### src/pkg/cpe_pkg.sv
// package: constants, field layout and level table of the cache parameter enumerator
package cpe_pkg;

	// ----------------------------------------------------------------
	// query decode
	// ----------------------------------------------------------------
	localparam logic [31:0] CPE_LEAF_CACHE = 32'h0000_0004; // leaf that this block answers
	localparam logic [31:0] CPE_GATED_LO = 32'h0000_0003; // gated leaves lie above this
	localparam logic [31:0] CPE_GATED_HI = 32'h8000_0000; // and below this
	localparam int CPE_LIMIT_BIT = 22; // legacy leaf limit bit position
	localparam logic [31:0] CPE_MISC_RST = 32'h0000_0000; // limit bit clear after reset

	// ----------------------------------------------------------------
	// cache type encodings
	// ----------------------------------------------------------------
	localparam logic [4:0] CPE_TYPE_NULL = 5'h00; // no more caches
	localparam logic [4:0] CPE_TYPE_DATA = 5'h01;
	localparam logic [4:0] CPE_TYPE_INSTR = 5'h02;
	localparam logic [4:0] CPE_TYPE_UNIFIED = 5'h03;

	// ----------------------------------------------------------------
	// one cache level, every count in minus-one form
	// ----------------------------------------------------------------
	typedef struct packed {
		logic [4:0] ctype; // cache type
		logic [2:0] level; // level, 1 nearest the core
		logic self_init; // needs no software initialisation
		logic fully_assoc; // fully associative
		logic [11:0] share_m1; // logical processors sharing, minus one
		logic [5:0] cores_m1; // cores per package, minus one
		logic [11:0] line_m1; // coherency line size in bytes, minus one
		logic [9:0] part_m1; // physical line partitions, minus one
		logic [9:0] ways_m1; // ways of associativity, minus one
		logic [31:0] sets_m1; // number of sets, minus one
	} cpe_level_t;

	// ----------------------------------------------------------------
	// implemented hierarchy; the figures are plain defaults
	// ----------------------------------------------------------------
	localparam int CPE_NUM_LEVELS = 3;
	localparam cpe_level_t CPE_LEVELS [CPE_NUM_LEVELS] = '{
		'{CPE_TYPE_DATA, 3'h1, 1'b1, 1'b0, 12'h000, 6'h00, 12'h03F, 10'h000,
			10'h007, 32'h0000_003F},
		'{CPE_TYPE_INSTR, 3'h1, 1'b1, 1'b0, 12'h000, 6'h00, 12'h03F, 10'h000,
			10'h007, 32'h0000_003F},
		'{CPE_TYPE_UNIFIED, 3'h2, 1'b1, 1'b0, 12'h001, 6'h00, 12'h03F, 10'h000,
			10'h00F, 32'h0000_03FF}
	};

endpackage : cpe_pkg

### src/core/cpe_enumerator.sv
// cache parameter enumerator: answers the identification query for the cache leaf
// Functional notes
// - leaf 4 returns deterministic cache parameters
// - sub-index from 0 selects the cache level
// - word a bits 4:0 give cache type
// - word a bits 7:5 give level from 1
// - self-init bit 8, fully-assoc bit 9, 13:10 zero
// - bits 25:14 sharing processors minus one
// - bits 31:26 package cores minus one
// - word b: line, partitions, ways minus one
// - word c sets minus one, word d reserved
// - leaves 4 to 7FFFFFFF hidden when bit 22 set
`timescale 1ns/100ps
module cpe_enumerator (
	input wire logic clk_i,
	input wire logic srst_i,
	input wire logic query_i, // one-cycle query strobe
	input wire logic [31:0] func_sel_i, // function selector register
	input wire logic [31:0] sub_idx_i, // sub-index register
	input wire logic misc_wr_i, // write strobe, feature-enable register
	input wire logic [31:0] misc_wdata_i,
	output logic [31:0] misc_rdata_o, // feature-enable register read back
	output logic ans_valid_o, // one-cycle answer strobe
	output logic leaf_hit_o, // last query was answered by this leaf
	output logic [31:0] cache_descriptor_word_a_o,
	output logic [31:0] cache_geometry_word_b_o,
	output logic [31:0] cache_sets_word_c_o,
	output logic [31:0] cache_spare_word_d_o
);

	// ----------------------------------------------------------------
	// state
	// ----------------------------------------------------------------
	logic [31:0] misc_r; // misc feature-enable register
	logic [31:0] misc_nxt;
	logic valid_r; // answer strobe
	logic hit_r; // answered by this leaf
	logic [31:0] word_a_r; // result words
	logic [31:0] word_b_r;
	logic [31:0] word_c_r;
	logic [31:0] word_a_nxt;
	logic [31:0] word_b_nxt;
	logic [31:0] word_c_nxt;
	logic [31:0] idx_r; // sub-index of the last query, kept for checking
	logic [31:0] func_r; // function of the last query, kept for checking

	// ----------------------------------------------------------------
	// decode
	// ----------------------------------------------------------------
	logic limit_set; // legacy leaf limit bit
	logic gated_range; // leaf lies in the gated range
	logic leaf_visible; // leaf may be answered
	logic cache_hit; // query addresses the cache leaf and it is visible
	cpe_pkg::cpe_level_t lvl; // selected level from the table

	assign limit_set = misc_r[cpe_pkg::CPE_LIMIT_BIT];
	assign gated_range = (func_sel_i > cpe_pkg::CPE_GATED_LO) &&
		(func_sel_i < cpe_pkg::CPE_GATED_HI);
	// the limit bit hides the whole gated range, not just the cache leaf
	assign leaf_visible = !(gated_range && limit_set);
	assign cache_hit = (func_sel_i == cpe_pkg::CPE_LEAF_CACHE) && leaf_visible;

	// ----------------------------------------------------------------
	// level lookup
	// ----------------------------------------------------------------
	cpe_level_rom u_rom (
		.sub_idx_i(sub_idx_i),
		.level_o(lvl)
	);

	// ----------------------------------------------------------------
	// result word assembly
	// ----------------------------------------------------------------
	// a miss answers all zero, which also reads as the null cache type
	assign word_a_nxt = cache_hit ?
		{lvl.cores_m1, lvl.share_m1, 4'h0, lvl.fully_assoc, lvl.self_init,
			lvl.level, lvl.ctype} : 32'h0000_0000;
	assign word_b_nxt = cache_hit ?
		{lvl.ways_m1, lvl.part_m1, lvl.line_m1} : 32'h0000_0000;
	assign word_c_nxt = cache_hit ? lvl.sets_m1 : 32'h0000_0000;

	// software write replaces the whole register
	assign misc_nxt = misc_wr_i ? misc_wdata_i : misc_r;

	// ----------------------------------------------------------------
	// feature-enable register
	// ----------------------------------------------------------------
	// a write in the same cycle as a query takes effect for later queries only
	always_ff @(posedge clk_i)
	begin
		if (srst_i)
			misc_r <= cpe_pkg::CPE_MISC_RST;
		else
			misc_r <= misc_nxt;
	end

	// ----------------------------------------------------------------
	// answer strobe
	// ----------------------------------------------------------------
	always_ff @(posedge clk_i)
	begin
		if (srst_i)
			valid_r <= 1'b0;
		else
			valid_r <= query_i;
	end

	// ----------------------------------------------------------------
	// result registers: loaded per query, held until the next one
	// ----------------------------------------------------------------
	always_ff @(posedge clk_i)
	begin
		if (srst_i)
		begin
			hit_r <= 1'b0;
			word_a_r <= 32'h0000_0000;
			word_b_r <= 32'h0000_0000;
			word_c_r <= 32'h0000_0000;
			idx_r <= 32'h0000_0000;
			func_r <= 32'h0000_0000;
		end
		else if (query_i)
		begin
			hit_r <= cache_hit;
			word_a_r <= word_a_nxt;
			word_b_r <= word_b_nxt;
			word_c_r <= word_c_nxt;
			idx_r <= sub_idx_i;
			func_r <= func_sel_i;
		end
	end

	// ----------------------------------------------------------------
	// outputs
	// ----------------------------------------------------------------
	assign misc_rdata_o = misc_r;
	assign ans_valid_o = valid_r;
	assign leaf_hit_o = hit_r;
	assign cache_descriptor_word_a_o = word_a_r;
	assign cache_geometry_word_b_o = word_b_r;
	assign cache_sets_word_c_o = word_c_r;
	// reserved word is constant zero; no flip-flop is spent on it
	assign cache_spare_word_d_o = 32'h0000_0000;

	// ----------------------------------------------------------------
	// checks
	// ----------------------------------------------------------------
	// answer strobe follows every query by exactly one cycle, once
	property p_answer_timing;
		@(posedge clk_i) disable iff (srst_i)
		query_i |=> ans_valid_o ##1 (!ans_valid_o || $past(query_i));
	endproperty
	a_answer_timing: assert property (p_answer_timing)
		else $error("answer strobe not one cycle after query");

	// a visible cache query within the table returns that level's type and level
	property p_level_select;
		@(posedge clk_i) disable iff (srst_i)
		(query_i && func_sel_i == cpe_pkg::CPE_LEAF_CACHE && !limit_set &&
			sub_idx_i < 32'(cpe_pkg::CPE_NUM_LEVELS)) |=>
		leaf_hit_o && cache_descriptor_word_a_o[4:0] == cpe_pkg::CPE_LEVELS[idx_r[1:0]].ctype &&
			cache_descriptor_word_a_o[7:5] == cpe_pkg::CPE_LEVELS[idx_r[1:0]].level;
	endproperty
	a_level_select: assert property (p_level_select)
		else $error("selected level type or number wrong");

	// reported type never takes a reserved code
	property p_type_legal;
		@(posedge clk_i) disable iff (srst_i)
		ans_valid_o |-> cache_descriptor_word_a_o[4:0] <= cpe_pkg::CPE_TYPE_UNIFIED;
	endproperty
	a_type_legal: assert property (p_type_legal)
		else $error("reserved cache type reported");

	// a real cache reports a level of at least one; null reports level zero
	property p_level_nonzero;
		@(posedge clk_i) disable iff (srst_i)
		ans_valid_o |-> ((cache_descriptor_word_a_o[4:0] != cpe_pkg::CPE_TYPE_NULL) ==
			(cache_descriptor_word_a_o[7:5] != 3'h0));
	endproperty
	a_level_nonzero: assert property (p_level_nonzero)
		else $error("cache level number inconsistent with type");

	// reserved bits 13:10 stay zero and flags match the table
	property p_flags;
		@(posedge clk_i) disable iff (srst_i)
		(ans_valid_o && leaf_hit_o && idx_r < 32'(cpe_pkg::CPE_NUM_LEVELS)) |->
		cache_descriptor_word_a_o[13:10] == 4'h0 &&
			cache_descriptor_word_a_o[8] == cpe_pkg::CPE_LEVELS[idx_r[1:0]].self_init &&
			cache_descriptor_word_a_o[9] == cpe_pkg::CPE_LEVELS[idx_r[1:0]].fully_assoc;
	endproperty
	a_flags: assert property (p_flags)
		else $error("flag or reserved bits of word a wrong");

	// sharing and core counts sit in their fields
	property p_topology;
		@(posedge clk_i) disable iff (srst_i)
		(ans_valid_o && leaf_hit_o && idx_r < 32'(cpe_pkg::CPE_NUM_LEVELS)) |->
		cache_descriptor_word_a_o[25:14] == cpe_pkg::CPE_LEVELS[idx_r[1:0]].share_m1 &&
			cache_descriptor_word_a_o[31:26] == cpe_pkg::CPE_LEVELS[idx_r[1:0]].cores_m1;
	endproperty
	a_topology: assert property (p_topology)
		else $error("sharing or core count field wrong");

	// geometry word and sets word match the selected level
	property p_geometry;
		@(posedge clk_i) disable iff (srst_i)
		(ans_valid_o && leaf_hit_o && idx_r < 32'(cpe_pkg::CPE_NUM_LEVELS)) |->
		cache_geometry_word_b_o[11:0] == cpe_pkg::CPE_LEVELS[idx_r[1:0]].line_m1 &&
			cache_geometry_word_b_o[21:12] == cpe_pkg::CPE_LEVELS[idx_r[1:0]].part_m1 &&
			cache_geometry_word_b_o[31:22] == cpe_pkg::CPE_LEVELS[idx_r[1:0]].ways_m1 &&
			cache_sets_word_c_o == cpe_pkg::CPE_LEVELS[idx_r[1:0]].sets_m1;
	endproperty
	a_geometry: assert property (p_geometry)
		else $error("geometry or sets word wrong");

	// with the limit bit set, a gated leaf gets no answer from this block
	property p_leaf_hidden;
		@(posedge clk_i) disable iff (srst_i)
		(query_i && limit_set && func_sel_i > cpe_pkg::CPE_GATED_LO &&
			func_sel_i < cpe_pkg::CPE_GATED_HI) |=>
		!leaf_hit_o && cache_descriptor_word_a_o == 32'h0000_0000 &&
			cache_geometry_word_b_o == 32'h0000_0000;
	endproperty
	a_leaf_hidden: assert property (p_leaf_hidden)
		else $error("gated leaf answered while limit bit set");

	// an index past the table ends the enumeration with all words zero
	property p_null_past_end;
		@(posedge clk_i) disable iff (srst_i)
		(query_i && sub_idx_i >= 32'(cpe_pkg::CPE_NUM_LEVELS)) |=>
		cache_descriptor_word_a_o == 32'h0000_0000 && cache_geometry_word_b_o == 32'h0000_0000 &&
			cache_sets_word_c_o == 32'h0000_0000 && cache_spare_word_d_o == 32'h0000_0000;
	endproperty
	a_null_past_end: assert property (p_null_past_end)
		else $error("index past last cache not null");

	// words a and c and the stored function hold between queries
	property p_hold;
		@(posedge clk_i) disable iff (srst_i)
		!query_i |=> $stable(cache_descriptor_word_a_o) && $stable(cache_sets_word_c_o) &&
			func_r == $past(func_r);
	endproperty
	a_hold: assert property (p_hold)
		else $error("result words changed without a query");

endmodule : cpe_enumerator

### src/core/cpe_level_rom.sv
// level table lookup: selects one cache level by sub-index, null beyond the last
`timescale 1ns/100ps
module cpe_level_rom (
	input wire logic [31:0] sub_idx_i,
	output cpe_pkg::cpe_level_t level_o
);

	// ----------------------------------------------------------------
	// per-entry match and or-chain
	// ----------------------------------------------------------------
	// accumulated selection, entry 0 is all zero (the null level)
	logic [$bits(cpe_pkg::cpe_level_t)-1:0] acc [cpe_pkg::CPE_NUM_LEVELS+1];

	assign acc[0] = '0;

	// an index past the table matches nothing and yields all zero
	genvar gi;
	generate
		for (gi = 0; gi < cpe_pkg::CPE_NUM_LEVELS; gi++)
		begin : g_entry
			logic hit;
			assign hit = (sub_idx_i == 32'(gi));
			assign acc[gi+1] = acc[gi] | (hit ? cpe_pkg::CPE_LEVELS[gi] : '0);
		end
	endgenerate

	assign level_o = cpe_pkg::cpe_level_t'(acc[cpe_pkg::CPE_NUM_LEVELS]);

endmodule : cpe_level_rom

### config.mk
export PLATFORM = sky130hd
export DESIGN_NAME = cpe_enumerator
export DESIGN_NICKNAME = d
export VERILOG_FILES = /design/src/pkg/cpe_pkg.sv /design/src/core/cpe_enumerator.sv /design/src/core/cpe_level_rom.sv
export SDC_FILE = /design/constraint.sdc
export NUM_CORES = 1
export LEC_CHECK = 0
export CORE_AREA = 3 3 102 104
export CTS_BUF_LIST = sky130_fd_sc_hd__clkbuf_4
export CTS_CLUSTER_SIZE = 25
export DETAILED_ROUTE_END_ITERATION = 16
export DIE_AREA = 0 0 105 107
export DONT_BUFFER_PORTS = 1
export REMOVE_ABC_BUFFERS = 1
export SLEW_MARGIN = 5
export SYNTH_ARGS = -nofsm -noshare
export SYNTH_HDL_FRONTEND = slang
export SYNTH_SLANG_ARGS = --single-unit
export TNS_END_PERCENT = 30
### constraint.sdc
create_clock -name clk_i -period 3.7 [get_ports clk_i]
set_input_delay 0.74 -clock clk_i [delete_from_list [all_inputs] [get_ports clk_i]]
set_output_delay 0.74 -clock clk_i [all_outputs]
set_load 0.1 [all_outputs]
==> summary.md <==
| Metric | Value |
|---|---|
| Largest net degree at the start of global routing | 37 |
| YS warnings | 0 |
| Minimum clock period | 2.37 ns |
| Die Wd | 105 um |
| Most frequent cells in the layout | 102 x conb_1, 37 x dfxtp_1, 35 x nor2_1 |
| Final slew viol count | 0 |
| GRT overflow | 0 |
| Worst-Skew Late Latency | 0.33 ns |
| Gates resized, CTS repair | 0 |
| Slowest CP cell | dfxtp_4 |
| Vias in the first global route | 1271 |
| Clock buffer count from CTS | 5 |
| Per-cell routed wire length | 12.5 um |
| Static leakage | 0.00105 uW |
| Status | complete, no violations |
| NetSw | 767 uW |
| Root Driver | clkbuf_4 |
| Crit path launch type | register |
| RSZ-0062 raised after global routing | false |
| Total wire length | 4900 um |
| Die Y | 107 um |
| Yosys reg bits | 39 |
| Max cap viols | 0 |
| DRC | 0 |
| Post-layout nets | 359 |
| H-tree Lvls | 2 |
| Row cnt | 36 |
| Worst hold path class | primary input to register |
| Peak supply drop | 0.239 mV |
| Final Hold Viols | 0 |
| Layout area overhead | -10.3% |
| Global Route Usage Sum | 7.71% |
| 1st-pass router iterations | 3 |
| Most common cell after layout, fill and taps aside | conb_1 |
| Share of cells above drive strength 1 | 8.85% |
| Setup TNS | 0 ns |
| Logic pwr share | 37.9% |
| Critical Path Start | cache_descriptor_word_a_o[6] |
| Slew HR | 33.2% |
| Clock Skew | 0.00466 ns |
| Port Buffers | 0 |
| Clock buffer depth | 2 |
| Final RePlAce weighted congestion | 0.675 |
| CTS tree | done |
| Total number of vias | 1398 |
| Kind of cell adding the most delay to the critical path | flip-flops |
| Final worst path period share | 64.0% |
| Cell Chain, Critical Path | buf_16 |
| Sw frac | 58.5% |
| Worst Tran Pin Value | 1.00 ns |
| Cell variety after synth | 26 |
| CP Data Arrival Time | 1.63 ns |
| Setup Crit Path Kind | register to output pin |
| Nature of the critical path endpoint | output pin |
| Clock power share | 16.3% |
| Die area | 11200 um^2 |
| DP HPWL | 4210 um |
| CTS Sinks | 39 |
| # setup viols final | 0 |
| First-pass GRT wire length | 6820 um |
| Syn_area_per_cell | 9.07 um^2 |
| P_int | 545 uW |
| Diodes inserted | 0 |
| Pwr dens | 580 nW/um^2 |
| Layout Utilization | 23.5% |
| Clk pin slew, worst setup/hold paths | 0.12 ns |
| Hold Startpoint | srst_i |
| Seq/Total Area, Yosys | 31.0% |
| Buf+Inv Stages, Crit Path | 1 |
| Hold_buf cts | 0 |
| Initial DRC Count | 39 |
| Seq pwr share | 45.8% |
| Total core area | 9640 um^2 |
| Initial Util | 26.2% |
| Mapped Area | 2520 um^2 |
| Ports | 262 |
| Fmax | 0.422 GHz |
| Worst path max stage delay | 0.77 ns |
| Final ANT Viol Nets | 0 |
| Cells after synthesis | 278 |
| Vias per Instance | 3.56 |
| Post-CTS Setup Repair Bufs | 0 |
| FF-to-FF Start | misc_rdata_o[22] |
| WP data required | 2.96 ns |
| Initial antenna violation count | 0 |
| CP Max Fanout | 5 |
## metrics by stage
step / setup slack [ns] / hold WS [ns] / instance area [um^2] / cells / total power [uW]
global placement: 1.52 / 0.770 / 2210 / 385 / 1100
global route: 1.26 / 0.418 / 2260 / 393 / 1360
detailed placement: 1.52 / 0.779 / 2210 / 385 / 1110
finish: 1.33 / 0.463 / 2260 / 393 / 1310
CTS: 1.28 / 0.429 / 2260 / 393 / 1330
floorplan: -7.71 / 0.809 / 1930 / 247 / 1100
## synth_stat cells
cell type  count  area share, %
and4_1         1           0.35
nor2b_1        1           0.25
and2_1         1           0.25
nor3_1         1           0.20
buf_4        123             37
xnor2_1        1           0.35
buf_6          1           0.45
or3_1          1           0.25
nand2b_1       3           0.74
or4_4          1           0.45
nor2_1        35            5.2
nor4b_1        2           0.69
nor4_4         1           0.84
nand4_4        1           0.84
nor4_1         9            2.2
nor4_2         2           0.99
nand4_1        1           0.25
o2111ai_1      1           0.35
clkbuf_1       5           0.74
o31ai_2        5            2.5
mux2i_1       32             13
conb_1         1           0.15
buf_2          3           0.60
dfxtp_1       39             31
a21oi_1        1           0.20
nand2_1        6           0.89
## power groups by stage
stage | Combinational (uW) | Sequential, uW | Clock [uW]
finish | 497 | 600 | 214
global route | 509 | 603 | 252
CTS | 495 | 601 | 237
detailed placement | 495 | 610 | 0
global placement | 494 | 610 | 0
floorplan | 485 | 613 | 0
## area by class of cell
type	instances	area [um^2]
timing repair buffer	5	103
sequential	39	788
fill	1069	7380
clock inverter	2	7.51
tap	133	166
multi-input combinational	208	1150
clock buffer	6	45.0
## flip-flops by register name, summed over array words and instances (netlist names)
register	cells
leaf_hit_o	1
misc_rdata_o	32
cache_descriptor_word_a_o	5
ans_valid_o	1
## worst paths after layout
path,end,slack [ns],cells past startpoint
worst max-delay path,cache_sets_word_c_o[7],1.33,1
worst min-delay path,misc_rdata_o[2],0.46,1
worst max register to register,cache_descriptor_word_a_o[6],2.06,5
worst min register to register,misc_rdata_o[22],0.79,3
## cells by family after synthesis
logic type / count (synthesis) / share of synthesized area, %
AOI/OAI and AO/OA: 7 / 3.03
xor gates and xnor gates: 1 / 0.347
buffers and inverters: 132 / 38.4
DFF: 39 / 31.0
muxes: 32 / 12.7
other: 1 / 0.149
and+or+nand+nor: 66 / 14.4
## per-layer routing
layer / wire (um) / GRT usage [%] / up-vias
met5: 0 / 0 / -
met4: 43 / 3.09 / 0
met3: 760 / 4.33 / 2
met2: 2680 / 14.2 / 136
met1: 1420 / 7.00 / 612
li1: - / - / 648
(Power assumes the default switching activity.)
